[src/pllc_pkg.sv]
// shared constants and types for the loop control register block
package pllc_pkg;

    // ========================================================
    // register map
    localparam logic [3:0]  OFF_CTRL_STATUS = 4'h0;
    localparam logic [3:0]  OFF_POWER       = 4'h4;
    localparam logic [3:0]  OFF_FEEDBACK    = 4'h8;
    localparam logic [3:0]  OFF_OUT_DIV     = 4'hc;

    // ========================================================
    // field positions
    localparam int          POS_LOCK        = 31;
    localparam int          POS_PASS        = 8;
    localparam int          POS_REF_MSB     = 5;
    localparam int          POS_VCO_OFF     = 5;
    localparam int          POS_ODIV_OFF    = 3;
    localparam int          POS_SD_OFF      = 2;
    localparam int          POS_MAIN_OFF    = 0;
    localparam int          POS_FB_MSB      = 11;
    localparam int          POS_DIV1_LSB    = 16;
    localparam int          POS_DIV2_LSB    = 12;

    // ========================================================
    // reset values
    localparam logic [5:0]  RST_REF_DIV     = 6'h01;
    localparam logic [11:0] RST_FB_DIV      = 12'h000;
    localparam logic [2:0]  RST_OUT_DIV     = 3'h7;
    localparam logic        RST_POWER_OFF   = 1'h1;

    // ========================================================
    // timing: loop settling time before lock is reported
    localparam int          SETTLE_NS       = 10000;
    localparam int          CLK_PERIOD_NS   = 8;
    localparam int          SETTLE_CYCLES   = (SETTLE_NS + CLK_PERIOD_NS - 1)
                                              / CLK_PERIOD_NS;

    // ========================================================
    // bus response codes
    localparam logic [1:0]  RESP_OKAY       = 2'h0;
    localparam logic [1:0]  RESP_SLVERR     = 2'h2;

endpackage : pllc_pkg

[src/pllc_div_if.sv]
// carrier between the register block and the output divider chain
`timescale 1ns/1ps
interface pllc_div_if;
    logic       run;
    logic [2:0] div1;
    logic [2:0] div2;
    logic       tick;

    modport ctrl
    (
        output run,
        output div1,
        output div2,
        input  tick
    );
    modport div
    (
        input  run,
        input  div1,
        input  div2,
        output tick
    );
endinterface : pllc_div_if

[src/pllc_regs.sv]
// control and status register block for a frequency-synthesising loop
//
// Behaviour
// - status bit 31 shows lock, reads zero after reset, read-only
// - bit 8 routes undivided reference to output; oscillator keeps running
// - bits 5:0 divide reference, reset to one; zero is undefined
// - power bit 5 powers down the oscillator, resets to one
// - power bit 3 powers down output dividers, resets to one
// - power bit 2 powers down the modulator, resets to one
// - power bit 0 is main loop power-down, set after reset
// - feedback divisor 12-bit integer, resets zero; software uses 16 to 320
// - output dividers at bits 18:16 and 14:12, each 1 to 7, reset 7
// - two identical instances sit at separate base addresses
// - output equals reference over ref div times feedback over out divs
//
// Design decision made here: the AXI4-Lite register port.
`timescale 1ns/1ps
module pllc_regs
#(
    parameter int SETTLE_CNT = pllc_pkg::SETTLE_CYCLES
)
(
    input  wire logic        i_clk_sys,
    input  wire logic        i_rst_n,
    // axi4-lite slave
    input  wire logic [3:0]  i_awaddr,
    input  wire logic        i_awvalid,
    output logic             o_awready,
    input  wire logic [31:0] i_wdata,
    input  wire logic [3:0]  i_wstrb,
    input  wire logic        i_wvalid,
    output logic             o_wready,
    output logic [1:0]       o_bresp,
    output logic             o_bvalid,
    input  wire logic        i_bready,
    input  wire logic [3:0]  i_araddr,
    input  wire logic        i_arvalid,
    output logic             o_arready,
    output logic [31:0]      o_rdata,
    output logic [1:0]       o_rresp,
    output logic             o_rvalid,
    input  wire logic        i_rready,
    // analogue side
    input  wire logic        i_ref_tick,
    input  wire logic        i_vco_tick,
    output logic [5:0]       o_ref_div,
    output logic [11:0]      o_fb_div,
    output logic             o_vco_powerdown,
    output logic             o_output_divider_off,
    output logic             o_sigma_delta_off,
    output logic             o_main_power_off,
    output logic             o_pass_through,
    output logic             o_out_tick,
    output logic             o_locked
);
    import pllc_pkg::*;

    localparam int CW = $clog2(SETTLE_CNT + 1);

    typedef struct packed
    {
        logic          aw_full;
        logic [3:0]    aw_addr;
        logic          w_full;
        logic [31:0]   w_data;
        logic [3:0]    w_strb;
        logic          bvalid;
        logic [1:0]    bresp;
        logic          rvalid;
        logic [1:0]    rresp;
        logic [31:0]   rdata;
        logic          pass;
        logic [5:0]    ref_div;
        logic [11:0]   fb_div;
        logic          vco_off;
        logic          odiv_off;
        logic          sd_off;
        logic          main_off;
        logic [2:0]    div1;
        logic [2:0]    div2;
        logic [CW-1:0] settle;
        logic          lock;
        logic          out_tick;
    } pllc_state_t;

    pllc_state_t st;
    pllc_state_t next_st;

    // ========================================================
    // output divider chain
    pllc_div_if div_bus ();

    assign div_bus.run  = !st.odiv_off && !st.vco_off && !st.main_off;
    assign div_bus.div1 = st.div1;
    assign div_bus.div2 = st.div2;

    pllc_out_div u_out_div
    (
        .i_clk_sys (i_clk_sys),
        .i_rst_n   (i_rst_n),
        .i_en      (i_vco_tick),
        .dv        (div_bus.div)
    );

    // ========================================================
    // bus write merge helper
    function automatic logic [31:0] merge
    (
        input logic [31:0] old_v,
        input logic [31:0] new_v,
        input logic [3:0]  strb
    );
        logic [31:0] r;
        r = old_v;
        for (int b = 0; b < 4; b++)
        begin
            if (strb[b])
            begin
                r[b*8 +: 8] = new_v[b*8 +: 8];
            end
        end
        return r;
    endfunction : merge

    logic [31:0] cur_cs;
    logic [31:0] cur_pwr;
    logic [31:0] cur_fb;
    logic [31:0] cur_od;

    always_comb
    begin
        cur_cs  = '0;
        cur_pwr = '0;
        cur_fb  = '0;
        cur_od  = '0;
        cur_cs[POS_LOCK]              = st.lock;
        cur_cs[POS_PASS]              = st.pass;
        cur_cs[POS_REF_MSB:0]         = st.ref_div;
        cur_pwr[POS_VCO_OFF]          = st.vco_off;
        cur_pwr[POS_ODIV_OFF]         = st.odiv_off;
        cur_pwr[POS_SD_OFF]           = st.sd_off;
        cur_pwr[POS_MAIN_OFF]         = st.main_off;
        cur_fb[POS_FB_MSB:0]          = st.fb_div;
        cur_od[POS_DIV1_LSB +: 3]     = st.div1;
        cur_od[POS_DIV2_LSB +: 3]     = st.div2;
    end

    // ========================================================
    // next state
    logic        do_wr;
    logic [31:0] wv;

    always_comb
    begin
        next_st          = st;
        next_st.out_tick = 1'b0;
        wv               = '0;
        // address and data taken in either order
        if (i_awvalid && o_awready)
        begin
            next_st.aw_full = 1'b1;
            next_st.aw_addr = i_awaddr;
        end
        if (i_wvalid && o_wready)
        begin
            next_st.w_full = 1'b1;
            next_st.w_data = i_wdata;
            next_st.w_strb = i_wstrb;
        end
        do_wr = st.aw_full && st.w_full && !st.bvalid;
        if (do_wr)
        begin
            next_st.aw_full = 1'b0;
            next_st.w_full  = 1'b0;
            next_st.bvalid  = 1'b1;
            next_st.bresp   = RESP_OKAY;
            // only the offset arrives; each instance sits at its own base
            if (st.aw_addr == OFF_CTRL_STATUS)
            begin
                wv = merge(cur_cs, st.w_data, st.w_strb);
                next_st.pass    = wv[POS_PASS];
                next_st.ref_div = wv[POS_REF_MSB:0];
            end
            else if (st.aw_addr == OFF_POWER)
            begin
                wv = merge(cur_pwr, st.w_data, st.w_strb);
                next_st.vco_off  = wv[POS_VCO_OFF];
                next_st.odiv_off = wv[POS_ODIV_OFF];
                next_st.sd_off   = wv[POS_SD_OFF];
                next_st.main_off = wv[POS_MAIN_OFF];
            end
            else if (st.aw_addr == OFF_FEEDBACK)
            begin
                wv = merge(cur_fb, st.w_data, st.w_strb);
                next_st.fb_div = wv[POS_FB_MSB:0];
            end
            else if (st.aw_addr == OFF_OUT_DIV)
            begin
                wv = merge(cur_od, st.w_data, st.w_strb);
                next_st.div1 = wv[POS_DIV1_LSB +: 3];
                next_st.div2 = wv[POS_DIV2_LSB +: 3];
            end
            else
            begin
                next_st.bresp = RESP_SLVERR;
            end
        end
        if (st.bvalid && i_bready)
        begin
            next_st.bvalid = 1'b0;
        end
        // reads answer one cycle after the address is taken
        if (i_arvalid && o_arready)
        begin
            next_st.rvalid = 1'b1;
            next_st.rresp  = RESP_OKAY;
            if (i_araddr == OFF_CTRL_STATUS)
            begin
                next_st.rdata = cur_cs;
            end
            else if (i_araddr == OFF_POWER)
            begin
                next_st.rdata = cur_pwr;
            end
            else if (i_araddr == OFF_FEEDBACK)
            begin
                next_st.rdata = cur_fb;
            end
            else if (i_araddr == OFF_OUT_DIV)
            begin
                next_st.rdata = cur_od;
            end
            else
            begin
                next_st.rdata = '0;
                next_st.rresp = RESP_SLVERR;
            end
        end
        else if (st.rvalid && i_rready)
        begin
            next_st.rvalid = 1'b0;
        end
        // lock model: a settle count of reference ticks while powered
        if (next_st.main_off || next_st.vco_off
            || next_st.ref_div != st.ref_div
            || next_st.fb_div != st.fb_div)
        begin
            next_st.settle = '0;
            next_st.lock   = 1'b0;
        end
        else if (!st.lock && i_ref_tick)
        begin
            if (st.settle == CW'(SETTLE_CNT - 1))
            begin
                next_st.lock = 1'b1;
            end
            else
            begin
                next_st.settle = st.settle + 1'b1;
            end
        end
        // bypass picks reference, else divided oscillator
        next_st.out_tick = st.pass ? i_ref_tick : div_bus.tick;
    end

    always_ff @(posedge i_clk_sys or negedge i_rst_n)
    begin
        if (!i_rst_n)
        begin
            st          <= '0;
            st.ref_div  <= RST_REF_DIV;
            st.fb_div   <= RST_FB_DIV;
            st.vco_off  <= RST_POWER_OFF;
            st.odiv_off <= RST_POWER_OFF;
            st.sd_off   <= RST_POWER_OFF;
            st.main_off <= RST_POWER_OFF;
            st.div1     <= RST_OUT_DIV;
            st.div2     <= RST_OUT_DIV;
        end
        else
        begin
            st <= next_st;
        end
    end

    // ========================================================
    // outputs
    // one write outstanding: hold both channels until the answer drains
    assign o_awready            = !st.aw_full && !st.bvalid;
    assign o_wready             = !st.w_full && !st.bvalid;
    assign o_bvalid             = st.bvalid;
    assign o_bresp              = st.bresp;
    assign o_arready            = !st.rvalid;
    assign o_rvalid             = st.rvalid;
    assign o_rdata              = st.rdata;
    assign o_rresp              = st.rresp;
    assign o_ref_div            = st.ref_div;
    assign o_fb_div             = st.fb_div;
    assign o_vco_powerdown      = st.vco_off;
    assign o_output_divider_off = st.odiv_off;
    assign o_sigma_delta_off    = st.sd_off;
    assign o_main_power_off     = st.main_off;
    assign o_pass_through       = st.pass;
    assign o_out_tick           = st.out_tick;
    assign o_locked             = st.lock;

    // ========================================================
    // checks
    a_lock_power_drop: assert property (@(posedge i_clk_sys)
        disable iff (!i_rst_n) (st.main_off || st.vco_off) |-> !st.lock)
        else $error("lock shown while loop powered down");
    a_lock_on_change: assert property (@(posedge i_clk_sys)
        disable iff (!i_rst_n) ($changed(st.fb_div) || $changed(st.ref_div))
        |-> !st.lock)
        else $error("lock kept across divider change");
    a_lock_bit_read: assert property (@(posedge i_clk_sys)
        disable iff (!i_rst_n)
        (i_arvalid && o_arready && i_araddr == OFF_CTRL_STATUS)
        |=> o_rdata[31] == $past(st.lock))
        else $error("status read does not show lock");
    a_pass_route: assert property (@(posedge i_clk_sys)
        disable iff (!i_rst_n) (st.pass && i_ref_tick) |=> o_out_tick)
        else $error("reference not routed in pass-through");
    a_ref_wr: assert property (@(posedge i_clk_sys)
        disable iff (!i_rst_n)
        (do_wr && st.aw_addr == OFF_CTRL_STATUS && st.w_strb[0])
        |=> st.ref_div == $past(st.w_data[5:0]))
        else $error("reference divider write lost");
    a_power_wr: assert property (@(posedge i_clk_sys)
        disable iff (!i_rst_n)
        (do_wr && st.aw_addr == OFF_POWER && st.w_strb[0])
        |=> {st.vco_off, st.odiv_off, st.sd_off, st.main_off}
            == {$past(st.w_data[5]), $past(st.w_data[3]),
                $past(st.w_data[2]), $past(st.w_data[0])})
        else $error("power bits write lost");
    a_fb_wr: assert property (@(posedge i_clk_sys)
        disable iff (!i_rst_n)
        (do_wr && st.aw_addr == OFF_FEEDBACK && (&st.w_strb[1:0]))
        |=> st.fb_div == $past(st.w_data[11:0]))
        else $error("feedback divisor write lost");
    a_odiv_wr: assert property (@(posedge i_clk_sys)
        disable iff (!i_rst_n)
        (do_wr && st.aw_addr == OFF_OUT_DIV && (&st.w_strb[2:1]))
        |=> st.div1 == $past(st.w_data[18:16])
            && st.div2 == $past(st.w_data[14:12]))
        else $error("output divider write lost");
    a_out_gated: assert property (@(posedge i_clk_sys)
        disable iff (!i_rst_n) (!st.pass && st.odiv_off) |=> ##1 !o_out_tick)
        else $error("output ticks with dividers powered down");

endmodule : pllc_regs

[src/pllc_out_div.sv]
// two cascaded output dividers, each dividing by 1 to 7
`timescale 1ns/1ps
module pllc_out_div
(
    input  wire logic  i_clk_sys,
    input  wire logic  i_rst_n,
    input  wire logic  i_en,
    pllc_div_if.div    dv
);
    import pllc_pkg::*;

    typedef struct packed
    {
        logic [2:0] cnt1;
        logic [2:0] cnt2;
        logic       tick;
    } pllc_odiv_t;

    pllc_odiv_t st;
    pllc_odiv_t next_st;

    // ========================================================
    // cascade: second stage counts first-stage wraps
    always_comb
    begin
        next_st      = st;
        next_st.tick = 1'b0;
        if (!dv.run)
        begin
            next_st.cnt1 = 3'h0;
            next_st.cnt2 = 3'h0;
        end
        else if (i_en)
        begin
            if (st.cnt1 + 3'h1 >= dv.div1)
            begin
                next_st.cnt1 = 3'h0;
                if (st.cnt2 + 3'h1 >= dv.div2)
                begin
                    next_st.cnt2 = 3'h0;
                    next_st.tick = 1'b1;
                end
                else
                begin
                    next_st.cnt2 = st.cnt2 + 3'h1;
                end
            end
            else
            begin
                next_st.cnt1 = st.cnt1 + 3'h1;
            end
        end
    end

    always_ff @(posedge i_clk_sys or negedge i_rst_n)
    begin
        if (!i_rst_n)
        begin
            st <= '0;
        end
        else
        begin
            st <= next_st;
        end
    end

    assign dv.tick = st.tick;

    // a stopped chain never ticks
    a_div_stop_quiet: assert property (@(posedge i_clk_sys)
        disable iff (!i_rst_n) !dv.run |=> !dv.tick)
        else $error("output divider ticked while stopped");

endmodule : pllc_out_div

[config.mk]
export PLATFORM = sky130hd
export DESIGN_NAME = pllc_regs
export DESIGN_NICKNAME = d
export VERILOG_FILES = /design/src/pllc_pkg.sv /design/src/pllc_div_if.sv /design/src/pllc_regs.sv /design/src/pllc_out_div.sv
export SDC_FILE = /design/constraint.sdc
export NUM_CORES = 1
export LEC_CHECK = 0
export BUFFER_PORTS_ARGS = -buffer_cell sky130_fd_sc_hd__clkbuf_2
export CORE_ASPECT_RATIO = 2
export CORE_MARGIN = 5
export CORE_UTILIZATION = 25
export DETAILED_ROUTE_END_ITERATION = 10
export PLACE_DENSITY = 0.39
export SETUP_SLACK_MARGIN = 0.02
export SLEW_MARGIN = 20
export SYNTH_ARGS = -nofsm -noshare
export SYNTH_HDL_FRONTEND = slang
export SYNTH_SLANG_ARGS = --single-unit
[constraint.sdc]
create_clock -name i_clk_sys -period 3.2 [get_ports i_clk_sys]
set_clock_uncertainty 0.2 [all_clocks]
set_input_delay 0.64 -clock i_clk_sys [delete_from_list [all_inputs] [get_ports i_clk_sys]]
set_output_delay 0.64 -clock i_clk_sys [all_outputs]
set_load 0.01 [all_outputs]
* Word-level counts from Yosys, hierarchy flattened
Index checks and enable logic that the tools add are counted.
Word-level totals: register bits 129, input port bits 53, output and inout port bits 66
Operators by class: add/subtract/negate cells 3, order comparisons 2, equality and inequality tests 12, muxes and demuxes 47, bitwise operators 3, reductions and logical operators 38
Operators with widths (count):
- 19-bit 2-to-1 mux | 3
- 12-bit 2-to-1 mux | 4
- 6-bit 2-to-1 mux | 7
- 37-bit 2-to-1 mux | 1
- 32-bit 2-to-1 mux | 1
- 28-bit 2-to-1 mux | 1
- 22-bit 2-to-1 mux | 1
- 4-bit equality test, second input constant | 4
- 2-bit 2-to-1 mux | 8
- 7-bit 2-to-1 mux | 2
- 1-bit logical AND | 12
- 3-bit 2-to-1 mux | 4
- 4-bit 2-to-1 mux | 3
- 12-bit != test | 1
- 6-bit AND reduction | 2
- 2-bit nonzero test | 6
- 11-bit by 1-bit adder with 11-bit output, second input constant | 1
- 11-bit equality test, second input constant | 1
- 11-bit 2-to-1 mux | 1
- 1-bit 2-to-1 mux | 9
- 4-bit by 3-bit equality test with 1-bit output, second input constant | 2
- 1-bit zero test | 8
- 4-bit zero test | 2
- 8-bit 2-to-1 mux | 1
- other kinds (10) | 20

* Depth between registers and ports, before layout
Gate-level depths: netlist (run 1).
depth after elaboration 11, mapped depth 8

* Hierarchy
Synthesis (run 1) repeated with hierarchy kept, for this count alone.
Second synthesis, totals: cell total of the unflattened synthesis 448, area total of the unflattened synthesis 5086.1 sq um
Modules (own cells, without submodules):
- pllc_regs | times used 1, cells an instance 392, area an instance 4525.6 sq um, sequential area each 2316.0 sq um
- pllc_out_div | times used 1, cells an instance 56, area an instance 560.5 sq um, sequential area each 175.2 sq um

* Least setup slack after synthesis (run 1)
Ideal clock, no wire load.
kind reg-to-reg, from reg st, in the netlist o_bvalid, to reg st, in the netlist o_locked, library setup time 80 ps, data arrival time 1791 ps, slack 1129 ps, cell stages (with the launch flop) 9, buffers on the path 3, path through dfrtp_1 > and3b_1 > buf_4 > and4_1 > buf_6 > mux2i_1 > a311o_1 > buf_6 > nor3_2
Between the ends: cells in the longest elaborated chain, start to end 8, elaborated cells between the ends (all ways) 12, those cells by class eq/ne: 2; mux: 2; reduce/logical: 8
Ends and longest elaborated chain:
- start: declaration | RTL line pllc_regs.sv:86 | pllc_state_t st;
- start signal: assignment | RTL line pllc_regs.sv:282 | st <= next_st;
- 1-bit zero test (*) | RTL line pllc_regs.sv:170 | do_wr = st.aw_full && st.w_full && !st.bvalid;
- 1-bit logical AND (*) | RTL line pllc_regs.sv:170
- 28-bit 2-to-1 mux (*) | RTL line pllc_regs.sv:171 | if (do_wr)
- 6-bit != test or 1-bit logical OR (tied branches) | RTL line pllc_regs.sv:245, pllc_regs.sv:244
- 1-bit logical OR | RTL line pllc_regs.sv:245 | || next_st.ref_div != st.ref_div
- 1-bit logical OR (*) | RTL line pllc_regs.sv:246 | || next_st.fb_div != st.fb_div)
- 2-bit nonzero test (no source line)
- 2-bit AND reduction (no source line)
Mark *: on every way between the ends. The rest lies on a longest branch, timed or not. A chain may end at the register's enable or synchronous reset.

* Worst setup path after layout (run 1)
from reg st, in the netlist o_bvalid, to reg st[3] (netlist bit)
Between the ends: cells in the longest elaborated chain, start to end 8, elaborated cells between the ends (all ways) 12, those cells by class eq/ne: 3; mux: 2; reduce/logical: 7
Ends and longest elaborated chain (RTL line):
- 1-bit zero test (*) | pllc_regs.sv:170
- 1-bit logical AND (*) | pllc_regs.sv:170
- 28-bit 2-to-1 mux (*) | pllc_regs.sv:171
- 6-bit != test or 1-bit logical OR (tied branches) | pllc_regs.sv:245, pllc_regs.sv:244
- 1-bit logical OR | pllc_regs.sv:245
- 1-bit logical OR (*) | pllc_regs.sv:246
- 2-bit != test (no source line) or 2-bit nonzero test (tied branches)
- 2-bit AND reduction (no source line)
Marked as above.

==> results of run 1 <==
-- cells by family (layout without fill, tap and decap cells) --
family | count (synthesis) | in the layout | share of synthesized area (%)
multiplexers | 53 | 53 | 11.8
other | 1 | 15 | 0.0746
adder cells (fa/ha/maj) | 10 | 10 | 2.49
flip-flops | 99 | 99 | 49.6
buffers and inverters | 87 | 134 | 11.1
AND/OR/NAND/NOR | 108 | 108 | 12.3
AO/OA/AOI/OAI | 66 | 66 | 8.56
XOR/XNOR | 24 | 24 | 4.18
-- stage by stage --
stage                     worst slack [ns]  cell area, µm²  hold WS [ns]  utilization, %  std cells
after floorplan                       1.13            5080         0.144               -        462
after global placement               0.816            5470         0.261            27.6        755
after detailed placement             0.770            5470         0.271            27.6        755
after CTS                            0.821            5810         0.148            29.3        771
after global routing                 0.741            5810         0.171            29.3        771
final                                0.869            5810         0.126            29.3        771
-- flip-flops by register name (all words and copies together), names as in the netlist, 3 cells and up --
register and cells:
o_fb_div 12, o_rdata 19, div_bus.div2 3, st 38
o_ref_div 6, div_bus.div1 3, u_out_div.st 6
-- routing by layer --
metal  up-vias  track usage [%]  share of wire (%)
li1       1616                -                  -
met2        72             22.2                 58
met4         0             4.42                1.6
met5         -                0                  0
met1      1660             12.3                 37
met3         7             2.42                3.8
-- power by group through the flow --
stage / Sequential [mW] / Combinational (mW) / Clock [mW]
finish: 2.05 / 1.42 / 1.24
global route: 2.11 / 1.59 / 1.34
CTS: 2.06 / 1.47 / 1.29
detailed placement: 2.08 / 1.46 / 0
global placement: 2.07 / 1.44 / 0
floorplan: 1.94 / 1.14 / 0
-- critical path, stage by stage (launching register included) --
cell and delay, ns:
dfrtp_1 0.42, and3b_1 0.30, and4_1 0.41, mux2i_1 0.15, a311o_1 0.33, buf_4 0.20
a2111oi_2 0.20
-- synthesized netlist by cell type (4+ instances only) --
cell and count:
a21oi_1 10, nand2_1 34, nor2_1 14, mux2_2 48, a22o_1 10, inv_1 16
nand3_1 6, mux2i_1 5, ha_1 10, xor2_1 13, nand4_1 13, o21ai_0 26
buf_4 55, nor4_1 4, nor3_2 10, dfrtp_1 88, xnor2_1 11, clkbuf_1 12
dfstp_2 11
-- final cells by class --
type | count | share of cell area (%)
multi-input combinational | 276 | 35.0
timing repair buffer | 102 | 9.66
clock inverter | 4 | 1.70
clock buffer | 12 | 4.07
sequential | 99 | 42.9
tap | 262 | 5.65
inverter | 16 | 1.03
-- placed cells by master (no fill, tap or decap), drive strengths merged, types with 2 or more instances in the layout --
master,Yosys,routed
nand2b,2,2
nor2b,3,3
xor2,13,13
clkbuf,12,99
ha,10,10
a211oi,2,2
xnor2,11,11
inv,16,17
o21ai,27,27
mux2i,5,5
dfstp,11,11
and3,2,2
mux2,48,48
dfrtp,88,88
and2,2,2
nand4b,3,3
conb,1,15
or3,3,3
a21oi,10,10
bufinv,0,3
nor3,13,13
buf,59,15
nand4,13,13
nand2,34,34
nand3,6,6
nand3b,3,3
a22o,10,10
a21o,3,3
a31oi,2,2
nor2,14,14
nor4,5,5
a22oi,3,3
-- final timing paths --
kind / from / to / slack [ns] / cells after the start
setup / recovery: o_bvalid$_DFFE_PN0P_ / st[3]$_DFFE_PN0P_ / 0.87 / 6
hold / removal: i_rst_n / st[97]$_DFFE_PN0P_ / 0.13 / 1
setup reg to reg: o_bvalid$_DFFE_PN0P_ / st[3]$_DFFE_PN0P_ / 0.87 / 6
hold reg to reg: u_out_div.dv.tick$_DFF_PN0_ / o_out_tick$_DFF_PN0_ / 0.28 / 1
max in group asynchronous: i_rst_n / o_ref_div[0]$_DFF_PN1_ / 1.91 / 2
min in group i_clk_sys: i_rready / o_rvalid$_DFFE_PN0P_ / 0.27 / 2
==> results by group, run 1 <==
Clock network
  – Clk_lat worst skew: 0.35 ns
  – Hold Buf Count CTS: 0
  – Clk sinks: 99
  – PostCTS Resize Cnt: 0
  – Clk root buf: clkbuf_16
  – Clk buf depth: 2
  – TritonCTS clock tree: yes
  – Clock-pin transition on the worst setup and hold timing paths: 0.06 ns
  – H-tree depth: 3
  – CTS Buf Count: 9
  – Postcts setup bufs: 0

Logic synthesis
  – Yosys top cell by area: dfrtp_1
  – Synth Area per Inst: 11.2 µm²
  – Area share of the largest cell type after synthesis: 43.8%
  – Seq cells post-synth: 99
  – Post-synth EDFFs: 0
  – Cell count after synthesis: 448
  – Total number of yosys warnings: 0
  – Largest cells by area after synthesis: dfrtp_1, mux2_2, buf_4
  – Main synth FF type: dfrtp_1
  – Synth async-reset ratio: 100%
  – Post-synth cell types: 51
  – Synth Cell Area: 5030 µm²
  – Register area share after synthesis: 49.6%

Global routing
  – Global-route usage over all layers: 11.7%
  – Vias in the first global route: 3,608
  – First-pass GRT wire length: 20,300 µm
  – Initial antenna violation count: 0
  – Pin count of the biggest net entering global routing: 50
  – Grt total ovfl: 0

Pwr
  – Clock Power Share: 26.4%
  – Cell-internal power: 3.09 mW
  – Power Dens Cells: 812 nW/µm²
  – Leakage: 2.68 nW
  – Sequential power share: 43.5%
  – Peak supply drop: 0.000291 V
  – Overall power: 4.72 mW
  – Comb pwr share: 30.1%
  – Sw Ratio: 34.5%
  – Net switching power: 1.63 mW

STA
  – Final setup vio count: 0
  – Fmax: 429 MHz
  – RSZ-0062 raised after global routing: no
  – Hold Vio Cnt, Final: 0
  – Max_slew headroom: 54.5%
  – Period minus WS final: 2.33 ns
  – Slew @ Worst Pin: 0.683 ns
  – Setup TNS: 0 ns
  – Fin. max-slew vios: 0
  – Final Cycle Share: 72.9%

Placement
  – Final RePlAce weighted congestion: 0.784
  – # port buffers: 88
  – Hpwl dp: 9850 µm

Finish
  – Diodes inserted: 0
  – Net count, final: 567
  – Multi-input gate area: 2030 µm²
  – Layout cells sized above 1: 36.7%
  – Synthesis-to-layout area growth: 15.5%
  – Fillers: 2,097
  – FF+latch area: 2490 µm²

Route
  – DRT iter0 DRCs: 90
  – First-pass DRT Iterations: 5
  – Post-DR wirelength/cell: 16.9 µm
  – Vias: 3,355
  – Drt drc: 0
  – Post-DRT Antenna Nets: 0
  – Vias per cell: 4.35
  – WL final: 13,000 µm

Die
  – Die Area: 23,200 µm²
  – Core area: 19,800 µm²
  – Io pins: 119
  – Starting Density: 25.4%
  – Num rows: 73
  – Die W: 110 µm
  – Die height: 211 µm

Worst setup path
  – CP arrival: 2.37 ns
  – Kind of critical path: reg2reg
  – Required time worst endpoint: 3.24 ns
  – Crit. End Element: register
  – Startpoint Class: register
  – Maximum net fanout on the critical path: 12

Job
  – Max_cap viols: 0

Min path
  – Min-delay worst type: in2async

Status
  – Status: completed
Power figures use the tool's default switching activity.
==> run 2, diff against run 1 <==
--- a/config.mk
+++ b/config.mk
@@ -5,12 +5,13 @@
 export SDC_FILE = /design/constraint.sdc
 export NUM_CORES = 1
 export LEC_CHECK = 0
+export ABC_AREA = 1
 export BUFFER_PORTS_ARGS = -buffer_cell sky130_fd_sc_hd__clkbuf_2
 export CORE_ASPECT_RATIO = 2
 export CORE_MARGIN = 5
 export CORE_UTILIZATION = 25
 export DETAILED_ROUTE_END_ITERATION = 10
-export PLACE_DENSITY = 0.39
+export PLACE_DENSITY = 0.41
 export SETUP_SLACK_MARGIN = 0.02
 export SLEW_MARGIN = 20
 export SYNTH_ARGS = -nofsm -noshare
==> constraint.sdc (replaced) <==
create_clock -name i_clk_sys -period 1.95 [get_ports i_clk_sys]
set_clock_uncertainty 0.2 [all_clocks]
set_input_delay 0.39 -clock i_clk_sys [delete_from_list [all_inputs] [get_ports i_clk_sys]]
set_output_delay 0.39 -clock i_clk_sys [all_outputs]
set_load 0.01 [all_outputs]
==> run 2 against run 1 <==
  * Critical endpoint is now u_out_div.st[1]$_DFFE_PN0P_
  * Setup slack got worse by 0.99 ns
  * Largest power group is now combinational logic
  * Largest cell class unchanged
  * Clock power increased by 45%
  * Critical path depth rose by 5
  * Global-route usage grew 1.1 points
  * The flow now finishes with violations (negative setup slack)
  * Via count rose by 29%
  * Synthesized area up 3.5%
==> results by group, run 2 <==
Clock network
  – Clk buf depth: 2 (unchanged)
  – Clock-pin transition on the worst setup and hold timing paths: 0.08 ns (was 0.06 ns)
  – TritonCTS clock tree: yes (unchanged)
  – Clk_lat worst skew: 0.36 ns (was 0.35 ns)
  – Clk sinks: 99 (unchanged)
  – Clk root buf: clkbuf_16 (unchanged)
  – CTS Buf Count: 9 (unchanged)
  – H-tree depth: 3 (unchanged)

Worst setup path
  – Crit path max-delay family: compound AO/OA/AOI/OAI gates (was simple AND/OR/NAND/NOR gates)
  – Crit path to: u_out_div.st[1]$_DFFE_PN0P_ (was st[3]$_DFFE_PN0P_)
  – Max stage delay cell, worst path: dfrtp_1 (unchanged)
  – Required time worst endpoint: 2.04 ns (was 3.24 ns)
  – FF-to-FF End: u_out_div.st[1]$_DFFE_PN0P_ (was st[3]$_DFFE_PN0P_)
  – Startpoint Class: register (unchanged)
  – Register-to-Register Path Depth: 11 (was 6)
  – Critical path launch point: u_out_div.st[4]$_DFFE_PN0P_ (was o_bvalid$_DFFE_PN0P_)
  – Cell Chain, Critical Path: ha_2, xnor2_2, inv_2, ha_4, a21oi_2, o211ai_1, buf_4, buf_12, a21oi_4, nand2_1, o21ai_1 (was and3b_1, and4_1, mux2i_1, a311o_1, buf_4, a2111oi_2)
  – Maximum net fanout on the critical path: 3 (was 12)
  – CP arrival: 2.15 ns (was 2.37 ns)
  – WP depth: 11 (was 6)
  – Worst path max stage delay: 0.38 ns (was 0.42 ns)
  – Crit. End Element: register (unchanged)
  – R2r startpoint: u_out_div.st[4]$_DFFE_PN0P_ (was o_bvalid$_DFFE_PN0P_)
  – CP Buf/Inv Count: 3 (was 1)
  – Internal reg-to-reg setup slack: -0.12 ns (was 0.87 ns)
  – Kind of critical path: reg2reg (unchanged)

Placement
  – Post-DP Area: 5950 µm² (was 5470 µm²)
  – Final RePlAce weighted congestion: 0.876 (was 0.784)
  – Dpl cells: 952 (was 755)
  – # port buffers: 88 (unchanged)
  – Hpwl dp: 12,000 µm (was 9850 µm)

Logic synthesis
  – Synth Area per Inst: 8.51 µm² (was 11.2 µm²)
  – Post-synth cell types: 34 (was 51)
  – Post-synth EDFFs: 0 (unchanged)
  – Yosys top cell by area: dfrtp_1 (unchanged)
  – Total number of yosys warnings: 0 (unchanged)
  – Synth async-reset ratio: 100% (unchanged)
  – Main synth FF type: dfrtp_1 (unchanged)
  – Most numerous cell in the Yosys netlist: nand2_1 (was dfrtp_1)
  – Seq cells post-synth: 99 (unchanged)
  – Area share of the largest cell type after synthesis: 42.3% (was 43.8%)
  – Cell count after synthesis: 611 (was 448)
  – Commonest cells in the netlist: nand2_1, dfrtp_1, inv_1, nor2_1, buf_4 (was dfrtp_1, buf_4, mux2_2, nand2_1, o21ai_0)
  – Register area share after synthesis: 47.9% (was 49.6%)
  – Largest cells by area after synthesis: dfrtp_1, buf_4, nand2_1 (was dfrtp_1, mux2_2, buf_4)
  – Synth Cell Area: 5200 µm² (was 5030 µm²)

Global routing
  – Global-route usage over all layers: 12.8% (was 11.7%)
  – Grt total ovfl: 0 (unchanged)
  – Initial antenna violation count: 1 (was 0)
  – Pin count of the biggest net entering global routing: 39 (was 50)
  – First-pass GRT wire length: 24,100 µm (was 20,300 µm)
  – Vias in the first global route: 4,559 (was 3,608)

STA
  – Fin. max-slew vios: 0 (unchanged)
  – Hold Vio Cnt, Final: 0 (unchanged)
  – Final WS setup: -0.117 ns (was 0.869 ns)
  – RSZ-0062 raised after global routing: yes (was no)
  – Final setup vio count: 7 (was 0)
  – Setup TNS: -0.537 ns (was 0 ns)
  – Period minus WS final: 2.07 ns (was 2.33 ns)
  – Fmax: 484 MHz (was 429 MHz)
  – Final Cycle Share: 106% (was 72.9%)

Die
  – Num rows: 74 (was 73)
  – Starting Density: 25.4% (about the same)
  – Die Area: 24,000 µm² (was 23,200 µm²)
  – Core area: 20,500 µm² (was 19,800 µm²)
  – Io pins: 119 (unchanged)
  – Die W: 112 µm (was 110 µm)
  – Die height: 214 µm (was 211 µm)

Route
  – Vias: 4,336 (was 3,355)
  – First-pass DRT Iterations: 4 (was 5)
  – Post-DRT Antenna Nets: 0 (unchanged)
  – Post-DR wirelength/cell: 15.5 µm (was 16.9 µm)
  – DRT iter0 DRCs: 180 (was 90)
  – WL final: 15,200 µm (was 13,000 µm)
  – Vias per cell: 4.43 (was 4.35)
  – Drt drc: 0 (unchanged)

Finish
  – Final non-filler cell total: 979 (was 771)
  – Fillers: 2,180 (was 2,097)
  – Commonest non-fill, non-tap cells in the layout: nand2_1, clkbuf_2, dfrtp_1, inv_1, nor2_1 (was dfrtp_1, clkbuf_2, mux2_2, nand2_1, o21ai_0)
  – Layout cells sized above 1: 30.5% (was 36.7%)
  – Synthesis-to-layout area growth: 23.6% (was 15.5%)
  – Final Cell Area: 6430 µm² (was 5810 µm²)
  – Largest register FFs: 38 (unchanged)
  – Register bank with the most flops: st (unchanged)
  – Final Util: 31.4% (was 29.3%)
  – Commonest non-fill, non-tap cell in the layout: nand2_1 (was dfrtp_1)
  – Net count, final: 770 (was 567)

Pwr
  – Peak supply drop: 0.000502 V (was 0.000291 V)
  – Leakage: 3.14 nW (was 2.68 nW)
  – Overall power: 8.63 mW (was 4.72 mW)
  – Power Dens Cells: 1340 nW/µm² (was 812 nW/µm²)

Job
  – Max_cap viols: 0 (unchanged)

Status
  – Status: finished with violations (was completed)
  – Failing checks: negative setup slack

Min path
  – Min-delay worst type: in2reg (was in2async)
[run 2: changes by cell type after synthesis, moves of 13 or more]
cell,before,now
inv_1,16,69
nor2_1,14,64
nor2_2,0,13
nand2_1,34,100
nand3_1,6,30
nand4_1,13,28
mux2_2,48,8
a21oi_1,10,36
[run 2: worst min-delay path by stage]
stage | from | endpoint | slack, ns | cells past startpoint
5_1_grt | i_rready | o_rvalid$_DFFE_PN0P_ | 0.02 | 2
2_1_floorplan | i_rst_n | o_bresp[1]$_DFFE_PN0N_ | -0.11 | 0
4_1_cts | i_rready | o_rvalid$_DFFE_PN0P_ | 0.009 | 2
3_5_place_dp | i_rst_n | st[11]$_DFFE_PN0P_ | 0.05 | 1
3_3_place_gp | i_rst_n | st[11]$_DFFE_PN0P_ | 0.05 | 1
6_report | i_rready | o_rvalid$_DFFE_PN0P_ | 0.02 | 2
[run 2: where the power goes]
group	leakage (nW)	internal, mW	switching, mW
combinational	1.76	1.52	1.97
sequential	1.24	2.77	0.568
clock	0.142	0.903	0.892
[run 2: area by class of cell]
type | instances | area, µm² | area share, %
Clock inverter | 7 | 67.6 | 1.05
Antenna cell | 1 | 2.50 | 0.0389
Sequential cell | 99 | 2490 | 38.8
Inverter | 71 | 267 | 4.15
Multi-Input combinational cell | 387 | 2120 | 33.0
Timing Repair Buffer | 139 | 920 | 14.3
Tap cell | 266 | 333 | 5.18
Clock buffer | 9 | 225 | 3.50
[run 2: what timing repair did]
action	4_1_cts	5_1_grt
resized for setup	18	12
pin swaps	3	10
setup buffers	5	3
hold buffers	1	0
gates cloned	0	1
endpoints found under the setup margin	21	21
hold endpoints to repair	79	0
[run 2: logic make-up (layout without fill, tap and decap cells)]
logic type,after synthesis,after routing,synth area share (%)
other,1,16,0.0721
and+or+nand+nor,256,257,22.9
muxes,8,8,1.73
xor gates and xnor gates,7,7,1.18
buffers and inverters,140,226,14.4
DFF,99,99,47.9
adders and majority gates,10,10,2.41
AOI/OAI and AO/OA,90,90,9.45
[run 2: worst reg2reg max path, cell delays in order (launching register included)]
cell	delay (ns)
dfrtp_1	0.38
ha_2	0.20
xnor2_2	0.16
inv_2	0.06
ha_4	0.22
a21oi_2	0.13
o211ai_1	0.10
buf_4	0.15
buf_12	0.12
a21oi_4	0.13
nand2_1	0.07
o21ai_1	0.08
[run 2: routing by layer]
| layer | routed length [µm] | GRT usage, % | part of all wire [%] |
|---|---|---|---|
| met1 | 5520 | 13.3 | 36 |
| met2 | 8400 | 24.0 | 55 |
| met3 | 628 | 2.03 | 4.1 |
| met4 | 609 | 7.22 | 4.0 |
| met5 | 0 | 0 | 0 |
[run 2: per-stage QoR]
step           worst slack [ns]  hold slack [ns]
6_report                 -0.117           0.0249
5_1_grt                  -0.210           0.0216
3_3_place_gp             -0.103           0.0506
4_1_cts                 -0.0742          0.00870
2_1_floorplan            0.0359           -0.106
3_5_place_dp             -0.122           0.0467
==> run 3, diff against run 2 <==
--- a/config.mk
+++ b/config.mk
@@ -11,7 +11,6 @@
 export CORE_MARGIN = 5
 export CORE_UTILIZATION = 25
 export DETAILED_ROUTE_END_ITERATION = 10
-export PLACE_DENSITY = 0.41
 export SETUP_SLACK_MARGIN = 0.02
 export SLEW_MARGIN = 20
 export SYNTH_ARGS = -nofsm -noshare
==> constraint.sdc (replaced) <==
create_clock -name i_clk_sys -period 2.05 [get_ports i_clk_sys]
set_clock_uncertainty 0.2 [all_clocks]
set_input_delay 0.41 -clock i_clk_sys [delete_from_list [all_inputs] [get_ports i_clk_sys]]
set_output_delay 0.41 -clock i_clk_sys [all_outputs]
set_load 0.01 [all_outputs]
==> run 3 against run 2 <==
  * The run still ends with negative setup slack left
  * Sequential share of layout area is 0.43 points higher
  * First-iteration DRC count is 24% higher
  * Register-to-register slack better by 0.10 ns
  * Clock power hardly changed
  * Total power is 7.8% lower
==> results by group, run 3 (synthesized netlist as in run 2, its figures left out) <==
Status
  – Status: finished with violations (unchanged)
  – Failing checks: negative setup slack (unchanged)

STA
  – Final setup vio count: 3 (was 7)
  – Setup TNS: -0.0300 ns (was -0.537 ns)
  – Final Cycle Share: 101% (was 106%)
  – Period minus WS final: 2.06 ns (was 2.07 ns)
  – RSZ-0062 raised after global routing: yes (unchanged)
  – Final WS setup: -0.0122 ns (was -0.117 ns)
  – WHS: 0.0452 ns (was 0.0249 ns)
  – Hold Vio Cnt, Final: 0 (unchanged)
  – Fin. max-slew vios: 0 (unchanged)
  – Fmax: 485 MHz (was 484 MHz)

Finish
  – Commonest non-fill, non-tap cell in the layout: nand2_1 (unchanged)
  – Commonest non-fill, non-tap cells in the layout: nand2_1, clkbuf_2, dfrtp_1, inv_1, nor2_1 (unchanged)
  – Final non-filler cell total: 965 (was 979)
  – Diodes inserted: 0 (was 1)
  – Synthesis-to-layout area growth: 22.2% (was 23.6%)
  – Net count, final: 757 (was 770)
  – Fillers: 2,168 (was 2,180)
  – Final Util: 31.1% (was 31.4%)
  – Register bank with the most flops: st (unchanged)
  – Final Cell Area: 6360 µm² (was 6430 µm²)
  – Layout cells sized above 1: 29.8% (was 30.5%)
  – Largest register FFs: 38 (unchanged)

Die
  – Die height: 214 µm (unchanged)
  – Die Area: 24,000 µm² (unchanged)
  – Io pins: 119 (unchanged)
  – Core area: 20,500 µm² (unchanged)
  – Die W: 112 µm (unchanged)
  – Starting Density: 25.4% (unchanged)
  – Num rows: 74 (unchanged)

Clock network
  – Clk sinks: 99 (unchanged)
  – Clk_lat worst skew: 0.35 ns (was 0.36 ns)
  – Clock-pin transition on the worst setup and hold timing paths: 0.07 ns (was 0.08 ns)
  – CTS Buf Count: 9 (unchanged)
  – Clk buf depth: 2 (unchanged)
  – H-tree depth: 3 (unchanged)
  – Clk root buf: clkbuf_16 (unchanged)
  – TritonCTS clock tree: yes (unchanged)

Worst setup path
  – Required time worst endpoint: 2.13 ns (was 2.04 ns)
  – FF-to-FF End: u_out_div.st[5]$_DFFE_PN0P_ (was u_out_div.st[1]$_DFFE_PN0P_)
  – Register-to-Register Path Depth: 9 (was 11)
  – Max stage delay cell, worst path: dfrtp_1 (unchanged)
  – Maximum net fanout on the critical path: 4 (was 3)
  – Startpoint Class: register (unchanged)
  – R2r startpoint: u_out_div.st[4]$_DFFE_PN0P_ (unchanged)
  – Crit path max-delay family: adder cells (was compound AO/OA/AOI/OAI gates)
  – Internal reg-to-reg setup slack: -0.01 ns (was -0.12 ns)
  – Cell Chain, Critical Path: ha_2, xnor2_2, inv_2, ha_4, a21oi_2, o211ai_1, buf_4, nand3b_1, o21ai_1 (was ha_2, xnor2_2, inv_2, ha_4, a21oi_2, o211ai_1, buf_4, buf_12, a21oi_4, nand2_1, o21ai_1)
  – Kind of critical path: reg2reg (unchanged)
  – Crit. End Element: register (unchanged)
  – CP arrival: 2.14 ns (was 2.15 ns)
  – CP Buf/Inv Count: 2 (was 3)
  – Worst path max stage delay: 0.38 ns (about the same)

Min path
  – Hold Crit Depth: 2 (unchanged)
  – Hold path start: i_bready (was i_rready)
  – Min-delay worst type: in2reg (unchanged)
  – WHS Endpoint: o_bvalid$_DFFE_PN0P_ (was o_rvalid$_DFFE_PN0P_)

Pwr
  – Peak supply drop: 0.000571 V (was 0.000502 V)
  – Cell-internal power: 4.84 mW (was 5.20 mW)
  – Leakage: 3.08 nW (was 3.14 nW)
  – Sequential power share: 39.7% (was 38.7%)
  – Overall power: 7.96 mW (was 8.63 mW)
  – Sw Ratio: 39.2% (was 39.8%)
  – Clock Power Share: 22.3% (was 20.8%)
  – Net switching power: 3.12 mW (was 3.43 mW)
  – Power Dens Cells: 1250 nW/µm² (was 1340 nW/µm²)
  – Comb pwr share: 38.1% (was 40.5%)

Placement
  – Dpl ws: -0.132 ns (was -0.122 ns)
  – Hpwl dp: 10,900 µm (was 12,000 µm)
  – Post-DP Area: 5820 µm² (was 5950 µm²)
  – Dpl cells: 937 (was 952)
  – # port buffers: 88 (unchanged)
  – Final RePlAce weighted congestion: 0.850 (was 0.876)

Global routing
  – Pin count of the biggest net entering global routing: 48 (was 39)
  – First-pass GRT wire length: 21,600 µm (was 24,100 µm)
  – Grt total ovfl: 0 (unchanged)
  – Vias in the first global route: 4,126 (was 4,559)
  – Initial antenna violation count: 0 (was 1)
  – Global-route usage over all layers: 11.5% (was 12.8%)

Route
  – DRT iter0 DRCs: 224 (was 180)
  – Post-DRT Antenna Nets: 0 (unchanged)
  – Post-DR wirelength/cell: 14.6 µm (was 15.5 µm)
  – WL final: 14,100 µm (was 15,200 µm)
  – Drt drc: 0 (unchanged)
  – Vias per cell: 4.35 (was 4.43)
  – First-pass DRT Iterations: 5 (was 4)
  – Vias: 4,194 (was 4,336)

Job
  – Max_cap viols: 0 (unchanged)
[run 3: power by group through the flow]
stage / clock network [mW] / registers (mW) / logic (mW)
2_1_floorplan: 0 / 3.05 / 1.93
3_3_place_gp: 0 / 3.15 / 2.62
3_5_place_dp: 0 / 3.17 / 2.67
4_1_cts: 1.83 / 3.14 / 2.79
5_1_grt: 1.90 / 3.24 / 3.39
6_report: 1.77 / 3.16 / 3.03
[run 3: layout make-up]
cell class	instances	area (µm²)	area share, %
clock inverter	7	81.3	1.28
timing repair buffer	127	831	13.1
sequential	99	2490	39.2
clock buffer	9	225	3.54
inverter	71	267	4.19
tap	266	333	5.24
multi-input combinational	386	2130	33.4
[run 3: metal layers]
layer	up-vias	track usage, %	wire, µm
li1	2104	-	-
met1	1955	11.9	5220
met2	124	21.9	7850
met3	11	2.43	697
met4	0	4.97	325
met5	-	0	0
[run 3: timing repair]
action	in CTS	in global routing
endpoints found under the hold margin	13	0
buffers inserted	3	7
hold buffers	1	0
gates resized for setup	9	30
cloned	0	1
pin swaps	5	10
endpoints found under the setup margin	18	18
[run 3: worst max-delay path by stage]
stage | startpoint | endpoint | slack [ns] | depth (start not counted)
floorplan | u_out_div.st[4]$_DFFE_PN0P_ | u_out_div.st[3]$_DFFE_PN0P_ | 0.08 | 9
global placement | u_out_div.st[4]$_DFFE_PN0P_ | u_out_div.st[2]$_DFFE_PN0P_ | -0.08 | 9
detailed placement | u_out_div.st[4]$_DFFE_PN0P_ | u_out_div.st[2]$_DFFE_PN0P_ | -0.13 | 9
CTS | u_out_div.st[5]$_DFFE_PN0P_ | u_out_div.st[4]$_DFFE_PN0P_ | 0.006 | 9
global route | u_out_div.st[4]$_DFFE_PN0P_ | u_out_div.st[6]$_DFFE_PN0P_ | -0.12 | 9
finish | u_out_div.st[4]$_DFFE_PN0P_ | u_out_div.st[5]$_DFFE_PN0P_ | -0.01 | 9
[run 3: worst register-to-register path, stage by stage, from the launching register on]
cell	delay (ns)
dfrtp_1	0.38
ha_2	0.20
xnor2_2	0.19
inv_2	0.06
ha_4	0.22
a21oi_2	0.12
o211ai_1	0.09
buf_4	0.16
nand3b_1	0.21
o21ai_1	0.15
